<file path="config.mk">
export PLATFORM = sky130hd
export DESIGN_NAME = spisp_top
export DESIGN_NICKNAME = d
export VERILOG_FILES = /design/src/spisp_pkg.sv /design/src/spisp_top.sv
export SDC_FILE = /design/constraint.sdc
export NUM_CORES = 1
export LEC_CHECK = 0
export ABC_AREA = 1
export BUFFER_PORTS_ARGS = -buffer_cell sky130_fd_sc_hd__buf_2
export CAP_MARGIN = 25
export CORE_MARGIN = 2
export CORE_UTILIZATION = 30
export DETAILED_ROUTE_END_ITERATION = 6
export PLACE_DENSITY = 0.59
export RECOVER_POWER = 50
export SLEW_MARGIN = 20
export SYNTH_ARGS = -nofsm -noshare
export SYNTH_HDL_FRONTEND = slang
export SYNTH_SLANG_ARGS = --single-unit
</file>
<file path="constraint.sdc">
create_clock -name clk_in -period 3.8 [get_ports clk_in]
set_clock_uncertainty 0.2 [all_clocks]
set_input_delay 0.19 -clock clk_in [delete_from_list [all_inputs] [get_ports clk_in]]
set_output_delay 0.19 -clock clk_in [all_outputs]
set_load 0.005 [all_outputs]
</file>
<file path="src/spisp_pkg.sv">
// Package: register map, field positions and types of the serial port
package spisp_pkg;
  // ----------------------------------------------------------------
  // Register byte offsets
  // ----------------------------------------------------------------
  localparam logic [7:0] SPISP_STAT_OFF = 8'h00;
  localparam logic [7:0] SPISP_CTL1_OFF = 8'h04;
  localparam logic [7:0] SPISP_BUF_OFF = 8'h08;
  localparam logic [7:0] SPISP_ISTAT_OFF = 8'h0c;
  localparam logic [7:0] SPISP_IMASK_OFF = 8'h10;
  // ----------------------------------------------------------------
  // Field positions
  // ----------------------------------------------------------------
  localparam int SPISP_EN_BIT = 15;
  localparam int SPISP_SIDL_BIT = 13;
  localparam int SPISP_OVF_BIT = 6;
  localparam int SPISP_TBF_BIT = 1;
  localparam int SPISP_RBF_BIT = 0;
  localparam int SPISP_IRQ_DONE = 0;
  localparam int SPISP_IRQ_ERR = 1;
  // ----------------------------------------------------------------
  // Reset values and word sizes
  // ----------------------------------------------------------------
  localparam logic [10:0] SPISP_CTL_RST = 11'h000;
  localparam logic [15:0] SPISP_WORD_RST = 16'h0000;
  localparam logic [4:0] SPISP_BYTE_LAST = 5'h07;
  localparam logic [4:0] SPISP_WORD_LAST = 5'h0f;
  // ----------------------------------------------------------------
  // Types
  // ----------------------------------------------------------------
  // Control register one, bits 10..0
  typedef struct packed {
    logic wide;
    logic sample_phase;
    logic clock_edge;
    logic select_pin_enable;
    logic rsvd6;
    logic master_select;
    logic [2:0] sec_pre;
    logic [1:0] pri_pre;
  } spisp_ctl_t;
  typedef enum logic {SPISP_IDLE, SPISP_SHIFT} spisp_state_t;
endpackage

</file>
<file path="src/spisp_top.sv">
// Module: serial peripheral port with APB registers
`timescale 1ns/10ps
module spisp_top import spisp_pkg::*; #(
  parameter int ADDR_W = 8
) (
  input wire logic clk_in,
  input wire logic rstn_in,
  input wire logic psel_in,
  input wire logic penable_in,
  input wire logic pwrite_in,
  input wire logic [ADDR_W-1:0] paddr_in,
  input wire logic [31:0] pwdata_in,
  output logic [31:0] prdata_out,
  output logic pready_out,
  output logic pslverr_out,
  input wire logic device_idle_in,
  input wire logic serial_in_pin_in,
  output logic serial_out_pin_out,
  output logic serial_out_pin_oe_out,
  input wire logic shift_clock_pin_in,
  output logic shift_clock_pin_out,
  output logic shift_clock_pin_oe_out,
  input wire logic select_n_pin_in,
  output logic xfer_irq_out,
  output logic err_irq_out,
  output logic irq_out
);
  // ----------------------------------------------------------------
  // Helpers
  // ----------------------------------------------------------------
  // Shift clock half period in clk cycles: primary 4**code times secondary code plus one
  function automatic logic [9:0] spisp_div(input logic [1:0] pri, input logic [2:0] sec);
    logic [9:0] p;
    p = 10'h001 << {pri, 1'b0};
    return 10'(p * ({7'h00, sec} + 10'h001));
  endfunction
  // Address decode, used only for the error answer; read data decodes separately
  function automatic logic spisp_hit(input logic [ADDR_W-1:0] a);
    return a == ADDR_W'(SPISP_STAT_OFF) || a == ADDR_W'(SPISP_CTL1_OFF) ||
      a == ADDR_W'(SPISP_BUF_OFF) || a == ADDR_W'(SPISP_ISTAT_OFF) ||
      a == ADDR_W'(SPISP_IMASK_OFF);
  endfunction

  spisp_ctl_t ctl_reg;
  spisp_state_t state_reg;
  logic en_reg, sidl_reg, ovf_reg, tx_full_reg, rx_full_reg, sck_reg, phase_reg;
  logic [15:0] tx_buf_reg, rx_buf_reg, sr_reg;
  logic [4:0] bitcnt_reg;
  logic [9:0] div_cnt_reg;
  logic [1:0] irq_st_reg, irq_mask_reg;
  logic [31:0] prdata_reg;
  logic sck_s1, sck_s2, sck_s3, sdi_s1, sdi_s2, ss_s1, ss_s2, sample_reg;

  // ----------------------------------------------------------------
  // Bus decode
  // ----------------------------------------------------------------
  logic acc, wr, wr_stat, wr_buf, rd_buf;
  assign acc = psel_in & penable_in;
  assign wr = acc & pwrite_in;
  assign wr_stat = wr && paddr_in == ADDR_W'(SPISP_STAT_OFF);
  assign wr_buf = wr && paddr_in == ADDR_W'(SPISP_BUF_OFF);
  assign rd_buf = acc && !pwrite_in && paddr_in == ADDR_W'(SPISP_BUF_OFF);
  assign pready_out = acc;
  assign pslverr_out = acc & ~spisp_hit(paddr_in);
  assign prdata_out = prdata_reg;

  // ----------------------------------------------------------------
  // Pin synchronisers
  // ----------------------------------------------------------------
  // Third clock stage feeds the edge detector so the first stage stays clean
  always_ff @(posedge clk_in or negedge rstn_in) begin
    if (!rstn_in) begin
      {sck_s1, sck_s2, sck_s3} <= 3'h0;
      {sdi_s1, sdi_s2} <= 2'h0;
      {ss_s1, ss_s2} <= 2'h3;
    end else begin
      {sck_s1, sck_s2, sck_s3} <= {shift_clock_pin_in, sck_s1, sck_s2};
      {sdi_s1, sdi_s2} <= {serial_in_pin_in, sdi_s1};
      {ss_s1, ss_s2} <= {select_n_pin_in, ss_s1};
    end
  end

  // ----------------------------------------------------------------
  // Shift events
  // ----------------------------------------------------------------
  logic active, sel_ok, tick, rise_ev, fall_ev, last_bit, done_ev, load_ev, ovf_ev;
  logic [15:0] rx_word;
  assign active = en_reg & ~(sidl_reg & device_idle_in) & ~ovf_reg;
  assign sel_ok = ~ctl_reg.select_pin_enable | ~ss_s2;
  assign tick = state_reg == SPISP_SHIFT &&
    div_cnt_reg == spisp_div(ctl_reg.pri_pre, ctl_reg.sec_pre) - 10'h001;
  // Master makes its own edges; slave follows the synchronised pin
  always_comb begin
    if (ctl_reg.master_select) begin
      rise_ev = active & tick & ~sck_reg;
      fall_ev = active & tick & sck_reg;
    end else begin
      rise_ev = active & sel_ok & sck_s2 & ~sck_s3;
      fall_ev = active & sel_ok & ~sck_s2 & sck_s3;
    end
  end
  assign last_bit = bitcnt_reg == (ctl_reg.wide ? SPISP_WORD_LAST : SPISP_BYTE_LAST);
  assign done_ev = fall_ev & last_bit;
  // Right-align a byte so the upper half reads as zero
  assign rx_word = ctl_reg.wide ? {sr_reg[14:0], sample_reg} :
    {8'h00, sr_reg[6:0], sample_reg};
  assign ovf_ev = done_ev & rx_full_reg & ~rd_buf;
  // Fresh word enters when idle between words, or straight after a word ends
  always_comb begin
    if (!tx_full_reg || !active)
      load_ev = 1'b0;
    else if (done_ev)
      load_ev = 1'b1;
    else if (ctl_reg.master_select)
      load_ev = state_reg == SPISP_IDLE;
    else
      load_ev = bitcnt_reg == 5'h00 && !phase_reg && !fall_ev;
  end

  // ----------------------------------------------------------------
  // Shift register and bit counter
  // ----------------------------------------------------------------
  // Bits are sampled on the rising edge and shifted in on the falling one
  always_ff @(posedge clk_in or negedge rstn_in) begin
    if (!rstn_in) begin
      sr_reg <= SPISP_WORD_RST;
      sample_reg <= 1'b0;
      phase_reg <= 1'b0;
      bitcnt_reg <= 5'h00;
    end else if (!en_reg || (!ctl_reg.master_select && !sel_ok)) begin
      bitcnt_reg <= 5'h00; // Deselect aborts a half-done word
      phase_reg <= 1'b0;
    end else begin
      if (rise_ev) begin
        sample_reg <= sdi_s2;
        phase_reg <= 1'b1;
      end
      if (fall_ev) begin
        phase_reg <= 1'b0;
        bitcnt_reg <= done_ev ? 5'h00 : bitcnt_reg + 5'h01;
      end
      if (load_ev)
        sr_reg <= tx_buf_reg;
      else if (fall_ev)
        sr_reg <= {sr_reg[14:0], sample_reg};
    end
  end

  // ----------------------------------------------------------------
  // Master clock generator
  // ----------------------------------------------------------------
  // A held port freezes the clock in place rather than cutting a bit short
  always_ff @(posedge clk_in or negedge rstn_in) begin
    if (!rstn_in) begin
      state_reg <= SPISP_IDLE;
      sck_reg <= 1'b0;
      div_cnt_reg <= 10'h000;
    end else if (!en_reg || !ctl_reg.master_select) begin
      state_reg <= SPISP_IDLE;
      sck_reg <= 1'b0;
      div_cnt_reg <= 10'h000;
    end else if (active) begin
      unique case (state_reg)
        SPISP_IDLE: begin
          div_cnt_reg <= 10'h000;
          if (load_ev)
            state_reg <= SPISP_SHIFT;
        end
        SPISP_SHIFT: begin
          div_cnt_reg <= tick ? 10'h000 : div_cnt_reg + 10'h001;
          if (tick)
            sck_reg <= ~sck_reg;
          if (done_ev && !load_ev)
            state_reg <= SPISP_IDLE;
        end
      endcase
    end
  end

  // ----------------------------------------------------------------
  // Buffers and overflow
  // ----------------------------------------------------------------
  // A new event wins over a clear in the same cycle
  always_ff @(posedge clk_in or negedge rstn_in) begin
    if (!rstn_in) begin
      tx_buf_reg <= SPISP_WORD_RST;
      tx_full_reg <= 1'b0;
      rx_buf_reg <= SPISP_WORD_RST;
      rx_full_reg <= 1'b0;
      ovf_reg <= 1'b0;
    end else begin
      if (wr_buf) begin
        tx_buf_reg <= pwdata_in[15:0];
        tx_full_reg <= 1'b1;
      end else if (load_ev) begin
        tx_full_reg <= 1'b0;
      end
      if (done_ev && !ovf_ev) begin
        rx_buf_reg <= rx_word;
        rx_full_reg <= 1'b1;
      end else if (rd_buf) begin
        rx_full_reg <= 1'b0;
      end
      if (ovf_ev)
        ovf_reg <= 1'b1;
      else if (wr_stat && !pwdata_in[SPISP_OVF_BIT])
        ovf_reg <= 1'b0;
    end
  end

  // ----------------------------------------------------------------
  // Control registers
  // ----------------------------------------------------------------
  always_ff @(posedge clk_in or negedge rstn_in) begin
    if (!rstn_in) begin
      en_reg <= 1'b0;
      sidl_reg <= 1'b0;
      ctl_reg <= SPISP_CTL_RST;
      irq_mask_reg <= 2'h0;
    end else if (wr) begin
      if (paddr_in == ADDR_W'(SPISP_STAT_OFF)) begin
        en_reg <= pwdata_in[SPISP_EN_BIT];
        sidl_reg <= pwdata_in[SPISP_SIDL_BIT];
      end
      if (paddr_in == ADDR_W'(SPISP_CTL1_OFF))
        ctl_reg <= pwdata_in[10:0];
      if (paddr_in == ADDR_W'(SPISP_IMASK_OFF))
        irq_mask_reg <= pwdata_in[1:0];
    end
  end

  // ----------------------------------------------------------------
  // Interrupt status, write one to clear
  // ----------------------------------------------------------------
  always_ff @(posedge clk_in or negedge rstn_in) begin
    if (!rstn_in) begin
      irq_st_reg <= 2'h0;
    end else begin
      for (int i = 0; i < 2; i++) begin
        if ((i == SPISP_IRQ_DONE && done_ev) || (i == SPISP_IRQ_ERR && ovf_ev))
          irq_st_reg[i] <= 1'b1;
        else if (wr && paddr_in == ADDR_W'(SPISP_ISTAT_OFF) && pwdata_in[i])
          irq_st_reg[i] <= 1'b0;
      end
    end
  end
  assign xfer_irq_out = irq_st_reg[SPISP_IRQ_DONE] & irq_mask_reg[SPISP_IRQ_DONE];
  assign err_irq_out = irq_st_reg[SPISP_IRQ_ERR] & irq_mask_reg[SPISP_IRQ_ERR];
  assign irq_out = xfer_irq_out | err_irq_out;

  // ----------------------------------------------------------------
  // Read data, captured in the setup cycle
  // ----------------------------------------------------------------
  always_ff @(posedge clk_in or negedge rstn_in) begin
    if (!rstn_in) begin
      prdata_reg <= 32'h0000_0000;
    end else if (psel_in && !penable_in) begin
      prdata_reg <= 32'h0000_0000;
      if (paddr_in == ADDR_W'(SPISP_STAT_OFF)) begin
        prdata_reg[SPISP_EN_BIT] <= en_reg;
        prdata_reg[SPISP_SIDL_BIT] <= sidl_reg;
        prdata_reg[SPISP_OVF_BIT] <= ovf_reg;
        prdata_reg[SPISP_TBF_BIT] <= tx_full_reg;
        prdata_reg[SPISP_RBF_BIT] <= rx_full_reg;
      end
      if (paddr_in == ADDR_W'(SPISP_CTL1_OFF))
        prdata_reg[10:0] <= ctl_reg;
      if (paddr_in == ADDR_W'(SPISP_BUF_OFF))
        prdata_reg[15:0] <= rx_buf_reg;
      if (paddr_in == ADDR_W'(SPISP_ISTAT_OFF))
        prdata_reg[1:0] <= irq_st_reg;
      if (paddr_in == ADDR_W'(SPISP_IMASK_OFF))
        prdata_reg[1:0] <= irq_mask_reg;
    end
  end

  // ----------------------------------------------------------------
  // Pins
  // ----------------------------------------------------------------
  assign serial_out_pin_out = ctl_reg.wide ? sr_reg[15] : sr_reg[7];
  assign serial_out_pin_oe_out = en_reg & (ctl_reg.master_select | sel_ok);
  assign shift_clock_pin_out = sck_reg;
  assign shift_clock_pin_oe_out = en_reg & ctl_reg.master_select;
endmodule

</file>
# Word-level counts from Yosys, hierarchy flattened
# Cells that the tools add are included.
totals:
  regBits: 110
  word_cells: 180
  out_inout_bits: 41
  inputBits: 49
op_classes:
  n_shift: 1
  eq_ne: 6
  mux: 47
  bitwise: 35
  n_mul: 1
  reduce_logical: 53
  n_addsub: 4
op_table:
  columns: ["operator", "count"]
  rows:
  - ["$mux 16", 4]
  - ["$mux 1", 30]
  - ["$mux 10", 3]
  - ["$and 1x1->1", 21]
  - ["$pmux 10 s2", 1]
  - ["$reduce_bool 2->1", 10]
  - ["$eq 8x4->1 const B", 2]
  - ["$logic_and 1x1->1", 15]
  - ["$mux 5", 3]
  - ["$logic_not 1->1", 12]
  - ["$mux 11", 1]
  - ["$not 1->1", 11]
  - ["$add 10x1->10 const B", 1]
  - ["$eq 10x10->1", 1]
  - ["$mul 10x4->10", 1]
  - ["$reduce_and 2->1", 5]
  - ["$shl 1x3->10 const A", 1]
  - ["$sub 10x1->10 const B", 1]
  - ["$eq 8x3->1 const B", 1]
  - ["$eq 8x5->1 const B", 1]
  - ["$logic_not 8->1", 1]
  - ["$logic_or 1x1->1", 7]
  - ["$mux 2", 3]
  - ["$add 5x1->5 const B", 1]
  - ["other kinds (8)", 10]

# Depth between registers and ports, before layout
# Gate-level depths: netlist (run 1).
depth:
  ltp_word: 19
  ltp_mapped: 32
  mapped_depth_nobuf: 30

# Least setup slack after synthesis (run 1)
# Ideal clock, no wire load.
synth_timing:
  path_type: "register to register"
  from: "register ctl_reg[3] (netlist bit)"
  to: "register sr_reg[7]"
  setup_ns: 0.116
  path_buffers: 2
  path_stages_with_launch: 30
  synth_period_minus_slack_ns: 4.128
  arrival_ns: 3.811
  setup_slack_ns: -0.328
  required_ns: 3.484
  path_cell_list: "dfrtp_1 ha_1 inv_1 nand2_1 nand2_1 inv_1 nor2_1 fa_1 fa_1 ha_1 nand2_1 nand2_1 nand2_1 nand2_1 a21oi_1 nand3_1 nand2_1 nor2_1 nor2_2 nand4_1 nand2_2 nand3_4 nand2_4 nand2_4 buf_6 nand2_4 nand2_4 buf_6 nand2_1 nand2_1"
synth_via:
  elab_chain_cells: 15
  elab_cells_between_ends: 17
  cone_classes: "2 x add/sub; 1 x mul; 1 x eq/ne; 5 x mux; 3 x bitwise; 5 x reduce/logical"
synth_lines:
  columns: ["element", "line", "source"]
  rows:
  - ["start: declaration", "spisp_top.sv:44", "spisp_ctl_t ctl_reg;"]
  - ["start signal: assignment", "spisp_top.sv:226", "ctl_reg <= pwdata_in[10:0];"]
  - ["$add 3x1->4 *", "spisp_top.sv:35", "return 10'(p * ({7'h00, sec} + 10'h001));"]
  - ["$mul 10x4->10 *", "spisp_top.sv:35", null]
  - ["$sub 10x1->10 *", "spisp_top.sv:91", "div_cnt_reg == spisp_div(ctl_reg.pri_pre, ctl_reg.sec_pre) - 10'h001;"]
  - ["$eq 10x10->1 *", "spisp_top.sv:91", null]
  - ["$logic_and 1x1->1 *", "spisp_top.sv:90", "assign tick = state_reg == SPISP_SHIFT &&"]
  - ["$and 1x1->1 * (2 in a row)", "spisp_top.sv:96", "fall_ev = active & tick & sck_reg;"]
  - ["$mux 1 *", "spisp_top.sv:94", "if (ctl_reg.master_select) begin"]
  - ["$logic_not 1->1", "spisp_top.sv:117", "load_ev = bitcnt_reg == 5'h00 && !phase_reg && !fall_ev;"]
  - ["$logic_and 1x1->1", "spisp_top.sv:117", null]
  - ["$mux 1", "spisp_top.sv:114", "else if (ctl_reg.master_select)"]
  - ["$mux 1", "spisp_top.sv:112", "else if (done_ev)"]
  - ["$mux 1", "spisp_top.sv:110", "if (!tx_full_reg || !active)"]
  - ["$reduce_bool 2->1 (no line)", null, null]
  - ["$reduce_and 2->1 (no line)", null, null]
  - ["end signal: assignment", "spisp_top.sv:143", "sr_reg <= tx_buf_reg;"]
  - ["end signal: assignment", "spisp_top.sv:145", "sr_reg <= {sr_reg[14:0], sample_reg};"]
  - ["end: declaration", "spisp_top.sv:47", "logic [15:0] tx_buf_reg, rx_buf_reg, sr_reg;"]
# Every way passes the cells marked *; elsewhere a longest branch is shown, timed or not.
# A chain may end at the register's enable or synchronous reset.

# Worst setup path in the final report (run 1)
layout_timing:
  from: "register ctl_reg[2] (netlist bit)"
  to: "register sr_reg[7]"
# Same word-level chain as after synthesis.

==> results of run 1 <==
cell usage after synthesis, drive strengths merged, types with 2 or more instances:
cell | instances | share of area
o22ai | 10 | 0.010
inv | 94 | 0.059
nand3 | 52 | 0.048
a31oi | 3 | 0.0031
a221oi | 2 | 0.0029
a21oi | 30 | 0.027
dfrtp | 108 | 0.45
nand4 | 6 | 0.0073
o32ai | 2 | 0.0029
clkbuf | 12 | 0.0075
fa | 6 | 0.020
mux2 | 4 | 0.0075
clkinv | 3 | 0.0019
nor2 | 51 | 0.033
xnor2 | 4 | 0.0058
or2 | 2 | 0.0021
dfstp | 2 | 0.0087
nor3 | 7 | 0.0058
nand2 | 259 | 0.17
buf | 23 | 0.029
nor4 | 4 | 0.0077
xor2 | 7 | 0.010
o21ai | 51 | 0.042
ha | 17 | 0.035
routing by layer:
| metal | wire length [um] | vias to the layer above |
|---|---|---|
| li1 | - | 2647 |
| met1 | 7592 | 2398 |
| met2 | 7110 | 88 |
| met3 | 582 | 9 |
| met4 | 178 | 0 |
| met5 | 0 | - |
cell usage in the layout, fill, tap and decap left out, types with 6 or more instances in the layout:
master	netlist	routed
nand2_1	250	236
dfrtp_1	108	105
inv_1	89	81
buf_2	1	47
nand3_1	48	45
nor2_1	49	43
buf_4	18	40
o21ai_0	41	36
a21oi_1	29	26
dlygate4sd3_1	0	18
conb_1	1	16
o21ai_1	10	15
clkbuf_1	12	13
nand2_2	5	12
clkbuf_16	0	12
inv_2	5	10
ha_1	17	10
nand2_4	4	8
o22ai_1	10	8
nor2_2	2	7
nor3_1	7	7
xor2_1	7	7
ha_4	0	7
buf_6	3	7
nand3_2	3	6
stage by stage:
stage / hold slack, ns / cell area [um^2] / util / power (W)
floorplan: -0.3056 / 6162 / - / 0.001350
global placement: 0.1008 / 6909 / 0.3527 / 0.001435
detailed placement: 0.1034 / 6909 / 0.3527 / 0.001436
CTS: 0.04195 / 7490 / 0.3823 / 0.002315
global route: 0.07231 / 7732 / 0.3947 / 0.002393
finish: 0.04353 / 7732 / 0.3947 / 0.002284
area by class of cell:
cell class	count	area, um^2	area share
inverter	97	371.6	0.04806
tap	265	331.6	0.04288
clock inverter	1	7.507	0.0009709
timing repair buffer	131	1020	0.1319
clock buffer	13	250.2	0.03236
multi-input combinational	538	2993	0.3871
sequential	110	2759	0.3568
worst max-delay path: cells and delay by family (launching register included):
kind                     cells  cell delay, ns
flip-flops                   1            0.44
AO/OA/AOI/OAI                1            0.23
adder cells (fa/ha/maj)      4            1.37
AND/OR/NAND/NOR             19            1.36
buffers and inverters        4            0.38
repair_timing:
item	CTS	global route
pin swaps	3	12
setup endpoints to repair	42	56
buffers inserted	4	5
hold buffers	18	0
gates cloned	0	4
endpoints found under the hold margin	92	0
gates resized for setup	25	36
final timing paths:
| check | start | end | slack (ns) |
|---|---|---|---|
| setup reg to reg | ctl_reg[2] | sr_reg[7] | -0.26 |
| min in group asynchronous | rstn_in | tx_buf_reg[11] | 0.60 |
| setup / recovery | ctl_reg[2] | sr_reg[7] | -0.26 |
| max in group asynchronous | rstn_in | bitcnt_reg[0] | 0.90 |
| hold / removal | pwdata_in[0] | irq_mask_reg[0] | 0.04 |
| hold reg to reg | sck_s1 | sck_s2 | 0.15 |
report_power, final:
part / internal [W] / switching, W
clock: 0.000456 / 0.000395
combinational: 0.0000876 / 0.000133
sequential: 0.00120 / 0.0000171
logic make-up after synthesis:
family,count (synthesis),share of synthesized area
and+or+nand+nor,382,0.2727
buffers and inverters,132,0.09734
DFF,110,0.4570
AOI/OAI and AO/OA,102,0.09361
adders and majority gates,23,0.05521
xor gates and xnor gates,11,0.01598
muxes,4,0.007471
other,1,0.0006221
==> results.md, run 1 <==
- Total power per unit cell area: 295.4 nW/um^2
- Required time of the critical path: just under 4 ns
- Met2 track demand over resource in global routing: 0.2262
- Total count of hold-check failures in the final report: 0
- CTS buffer count: 9
- Count of different cell masters after synthesis: 44
- Initial standard-cell utilization of the core: 0.3077
- Number of H-tree levels: 3
- TritonCTS clock tree: done
- Vias post-DR: between 5,000 and 6,000
- Global Route Usage Sum: 0.1462
- DRC Markers: 0
- Initial antenna violation count: 0
- Per-instance average area after synthesis: 7.880 um^2
- Met3 layer usage reported by global route: 0.02508
- Ant. Diodes: 0
- Number of rows in the core area: 51
- Primary flip-flop cell chosen by synthesis mapping: dfrtp_1
- Global Route met1 Usage: 0.2114
- Seq cells post-synth: 110
- Part of the cycle the worst path needs: 1.069
- Final weighted congestion in routability-driven placement: between 0.8 and 0.9
- Worst min path class: in -> reg
- Setup ws final: -0.2631 ns
- Leakage component of the power: ~3.8 nW
- Pin count of the biggest net entering global routing: 66
- Library cell contributing the largest single delay on the critical path: fa_1
- Relative max-transition margin: -0.1096
- Sequential area share after synthesis: 0.4570
- Number of cells traversed by the worst hold path: 3
- Overall die height: ~150 um
- Most heavily used metal layer in global routing: met2
- Violations in the final reports: capacitance limit, slew limit, setup timing
- Critical path class: reg -> reg
- Maximum VDD drop: 0.1973 mV
- Die width: roughly 150 um
- Die outline area: around 21,000 um^2
- Endpoint class of the critical path: flip-flop
- Synthesized instance count: about 770
- Placed instance count: approximately 1,100
- Vias in the first global route: 4,849
- Routed len/inst: approximately 13 um
- Worst endpoint data arrival time: just over 4 ns
- Layout area overhead: 28.27%
- Via count normalized by instance count: about 4.5
- Final routed wirelength across all metal layers: around 15 mm
- Count of port buffers added during placement: 57
- Worst slack at placement: -0.3072 ns
- Reported max-cap violation count: 1
- Transition at the pin with the smallest max-transition slack: around 1.7 ns
- Final min period: 4.063 ns
- Finish-stage setup viols: between 40 and 50
- Sinks on the clock net: 110
- Top Ports: 90
- CTS Root Cell: clkbuf_16
- Most used cell along the critical path: nand2_1
- Hpwl dp: about 11 mm
- Number of optimization iterations in the first detailed-route pass: 6
- Depth of the most critical reg-to-reg path: 28
- Final total negative setup slack: -7.968 ns
- Summed instance area of the synthesized netlist: between 6000 and 7000 um^2
- Grt total ovfl: 0
- Fillers: about 2,000
- Share of async-settable or async-resettable flops after synthesis: 1.000
- Number of antenna-violating nets in the routed design: 0
- Startpoint Class: flip-flop
- Longest Clk Path Bufs: 2
- Number of slew-limit violations in the final report: between 60 and 70
- Yosys warnings: 0
- Post-synth EDFFs: 0
- Final-stage net count: roughly 960
- Finished Layout Cells: 1,155
- Initial drt markers: approximately 280
- Worst-skew pair later-pin latency: 0.35 ns
- Share of post-route cells with drive strength above 1: 0.2202
- Core region area: between 15,000 and 20,000 um^2
- Status: finished, violations left
- First-pass GRT wire length: approximately 25 mm
- Slowest Stage Delay on Critical Path: 0.60 ns
- Clock transition time at the flip-flop clock pins of the worst setup and hold paths: about 0.07 ns
- Critical Path Fanout Max: 8
- Setup repair after global routing missed its margin: true
- Timing-limited maximum frequency: ~250 MHz
Note: power is estimated with default switching activity, not from simulation.
==> run 2, diff against run 1 <==
HOLD_SLACK_MARGIN = 0.1   (was default)
PLACE_DENSITY = default   (was 0.59)
==> results.md, run 2 (synthesis gave the netlist of run 1 again) <==
- Setup ws final: -0.2368 ns
- Sequential cell area: approximately 2800 um^2
- Initial standard-cell utilization of the core: 0.3077
- Minimum setup slack among reg-to-reg paths: -0.24 ns
- Worst min path class: in -> reg
- Depth of the most critical reg-to-reg path: 25
- Final routed wirelength across all metal layers: approximately 15 mm
- Number of slew-limit violations in the final report: 0
- Vias in the first global route: between 5,000 and 6,000
- Setup repair after global routing missed its margin: true
- Pin count of the biggest net entering global routing: 76
- DRC Markers: 0
- Timing-limited maximum frequency: 247.7 MHz
- Finished Layout Cells: ~1,200
- Status: finished, violations left
- Final-stage net count: 962
- CTS Root Cell: clkbuf_16
- Grt total ovfl: 0
- Part of the cycle the worst path needs: 1.062
- Reg-to-reg critical path endpoint: sr_reg[0]
- Number of H-tree levels: 3
- Finish-stage setup viols: 40
- Clock transition time at the flip-flop clock pins of the worst setup and hold paths: 0.07 ns
- Hold slack final: ~0.12 ns
- Number of cells traversed by the worst hold path: 5
- Total power per unit cell area: ~320 nW/um^2
- Required time of the critical path: 3.90 ns
- Global Route Usage Sum: 0.1468
- First-pass GRT wire length: between 20 and 30 mm
- Ant. Diodes: 0
- Count of port buffers added during placement: 57
- Critical Path Fanout Max: 16
- Reported max-cap violation count: 1
- Hold Startpoint: penable_in
- TritonCTS clock tree: done
- Startpoint Class: flip-flop
- Relative max-transition margin: 0.0005268
- Critical path class: reg -> reg
- Overall die height: roughly 150 um
- Placed instance count: roughly 1,100
- Die width: roughly 150 um
- Hpwl dp: roughly 11 mm
- Fillers: approximately 2,000
- Total count of hold-check failures in the final report: 0
- Violations in the final reports: capacitance limit, setup timing
- Share of post-route cells with drive strength above 1: 0.2425
- Number of antenna-violating nets in the routed design: 0
- Final total negative setup slack: -7.113 ns
- Endpoint of the worst hold-timing path: prdata_out[4]
- Maximum VDD drop: 0.1782 mV
- Final weighted congestion in routability-driven placement: around 0.79
- Final min period: 4.037 ns
- Commonest cells after routing, fill and taps aside: 219 x nand2_1, 107 x dfrtp_1, 84 x inv_1, 51 x buf_2, 45 x buf_4
- Endpoint class of the critical path: flip-flop
- Sum of internal, switching and leakage power: 0.002481 W
- Top Ports: 90
- Initial drt markers: between 300 and 400
- Die outline area: 21,240 um^2
- Start of the worst register-to-register path: ctl_reg[2]
- CTS buffer count: 9
- Vias post-DR: between 5,000 and 6,000
- Initial antenna violation count: 0
- Sinks on the clock net: 110
- Worst endpoint data arrival time: 4.13 ns
- Longest Clk Path Bufs: 2
- Number of rows in the core area: 51
- Worst-skew pair later-pin latency: 0.36 ns
- Layout area overhead: 29.12%
- Most frequent standard cell in the layout excluding fill and tap cells: nand2_1
- Area of combinational cells with multiple inputs: between 3000 and 4000 um^2
- Via count normalized by instance count: 4.539
- Fraction of the core area covered by cells at the end of the flow: 0.3973
- Core region area: ~20,000 um^2
- Routed len/inst: about 13 um
- Transition at the pin with the smallest max-transition slack: approximately 1.5 ns
- Number of optimization iterations in the first detailed-route pass: 4
- Leakage component of the power: about 3.8 nW
[run 2: changes by cell type in the layout (fill, tap and decap cells not counted), moves of 5 or more]
cell      before  now
buf_4         40   45
nand2_1      236  219
nand2_2       12   29
buf_8          0    5
o21ai_1       15    9
clkbuf_1      13    5
[run 2: critical path, stage by stage (launching register included)]
cell and delay [ns]:
dfrtp_1 0.41, ha_2 0.21, inv_2 0.06, nand2_2 0.05, nand2_2 0.10, nand2_2 0.07, fa_1 0.54, inv_1 0.04
ha_1 0.32, ha_4 0.25, inv_1 0.10, o21bai_1 0.08, a31oi_1 0.22, nand3b_1 0.11, nand2_1 0.09, nand2_1 0.07
inv_1 0.10, nand4_1 0.11, nand2_2 0.13, nand3_4 0.10, nand2_4 0.12, nand2_8 0.08, a21oi_4 0.16, buf_12 0.16
nand2_1 0.06, nand2_1 0.06
[run 2: worst max-delay path by stage]
stage                     from          to  cells after the start
global placement    ctl_reg[3]  sr_reg[15]                     24
CTS                 ctl_reg[3]   sr_reg[0]                     29
detailed placement  ctl_reg[3]  sr_reg[11]                     28
floorplan           ctl_reg[3]   sr_reg[7]                     30
global route        ctl_reg[2]   sr_reg[7]                     27
finish              ctl_reg[2]   sr_reg[0]                     25
[run 2: per-layer routing]
layer / up-vias / global-route usage / wire length [um]
li1: 2655 / - / -
met1: 2499 / 0.2021 / 7363
met5: - / 0 / 0
met3: 12 / 0.02163 / 505
met2: 99 / 0.2399 / 7308
met4: 0 / 0.04412 / 163
[run 2: report_power, final]
| part | switching (W) | internal [W] |
|---|---|---|
| Clock | 0.000447 | 0.000600 |
| Sequential | 0.0000157 | 0.00119 |
| Combinational | 0.000135 | 0.0000904 |
| Total | 0.000597 | 0.00188 |
[run 2: metrics by stage]
stage                     instance area (um^2)  setup slack, ns
final                                     7784          -0.2368
after floorplan                           6162          -0.1615
after CTS                                 7562          -0.2488
after detailed placement                  6914          -0.2876
after global routing                      7784          -0.5059
after global placement                    6914          -0.2580
[run 2: timing repair]
action                                 in CTS  in global routing
gates resized for setup                    21                 57
gates cloned                                1                  0
setup endpoints to repair                  40                 56
pin swaps                                   0                  7
endpoints found under the hold margin     112                  0
setup buffers                               3                  4
hold buffers                               21                  0
[run 2: cell type report]
cell class,instances,area share
flip-flops and latches,110,0.3541
inverters,97,0.04742
multi-input cells,538,0.3885
repair buffers,134,0.1247
clock buffers,10,0.03070
clock inverters,6,0.01190
well taps,265,0.04260
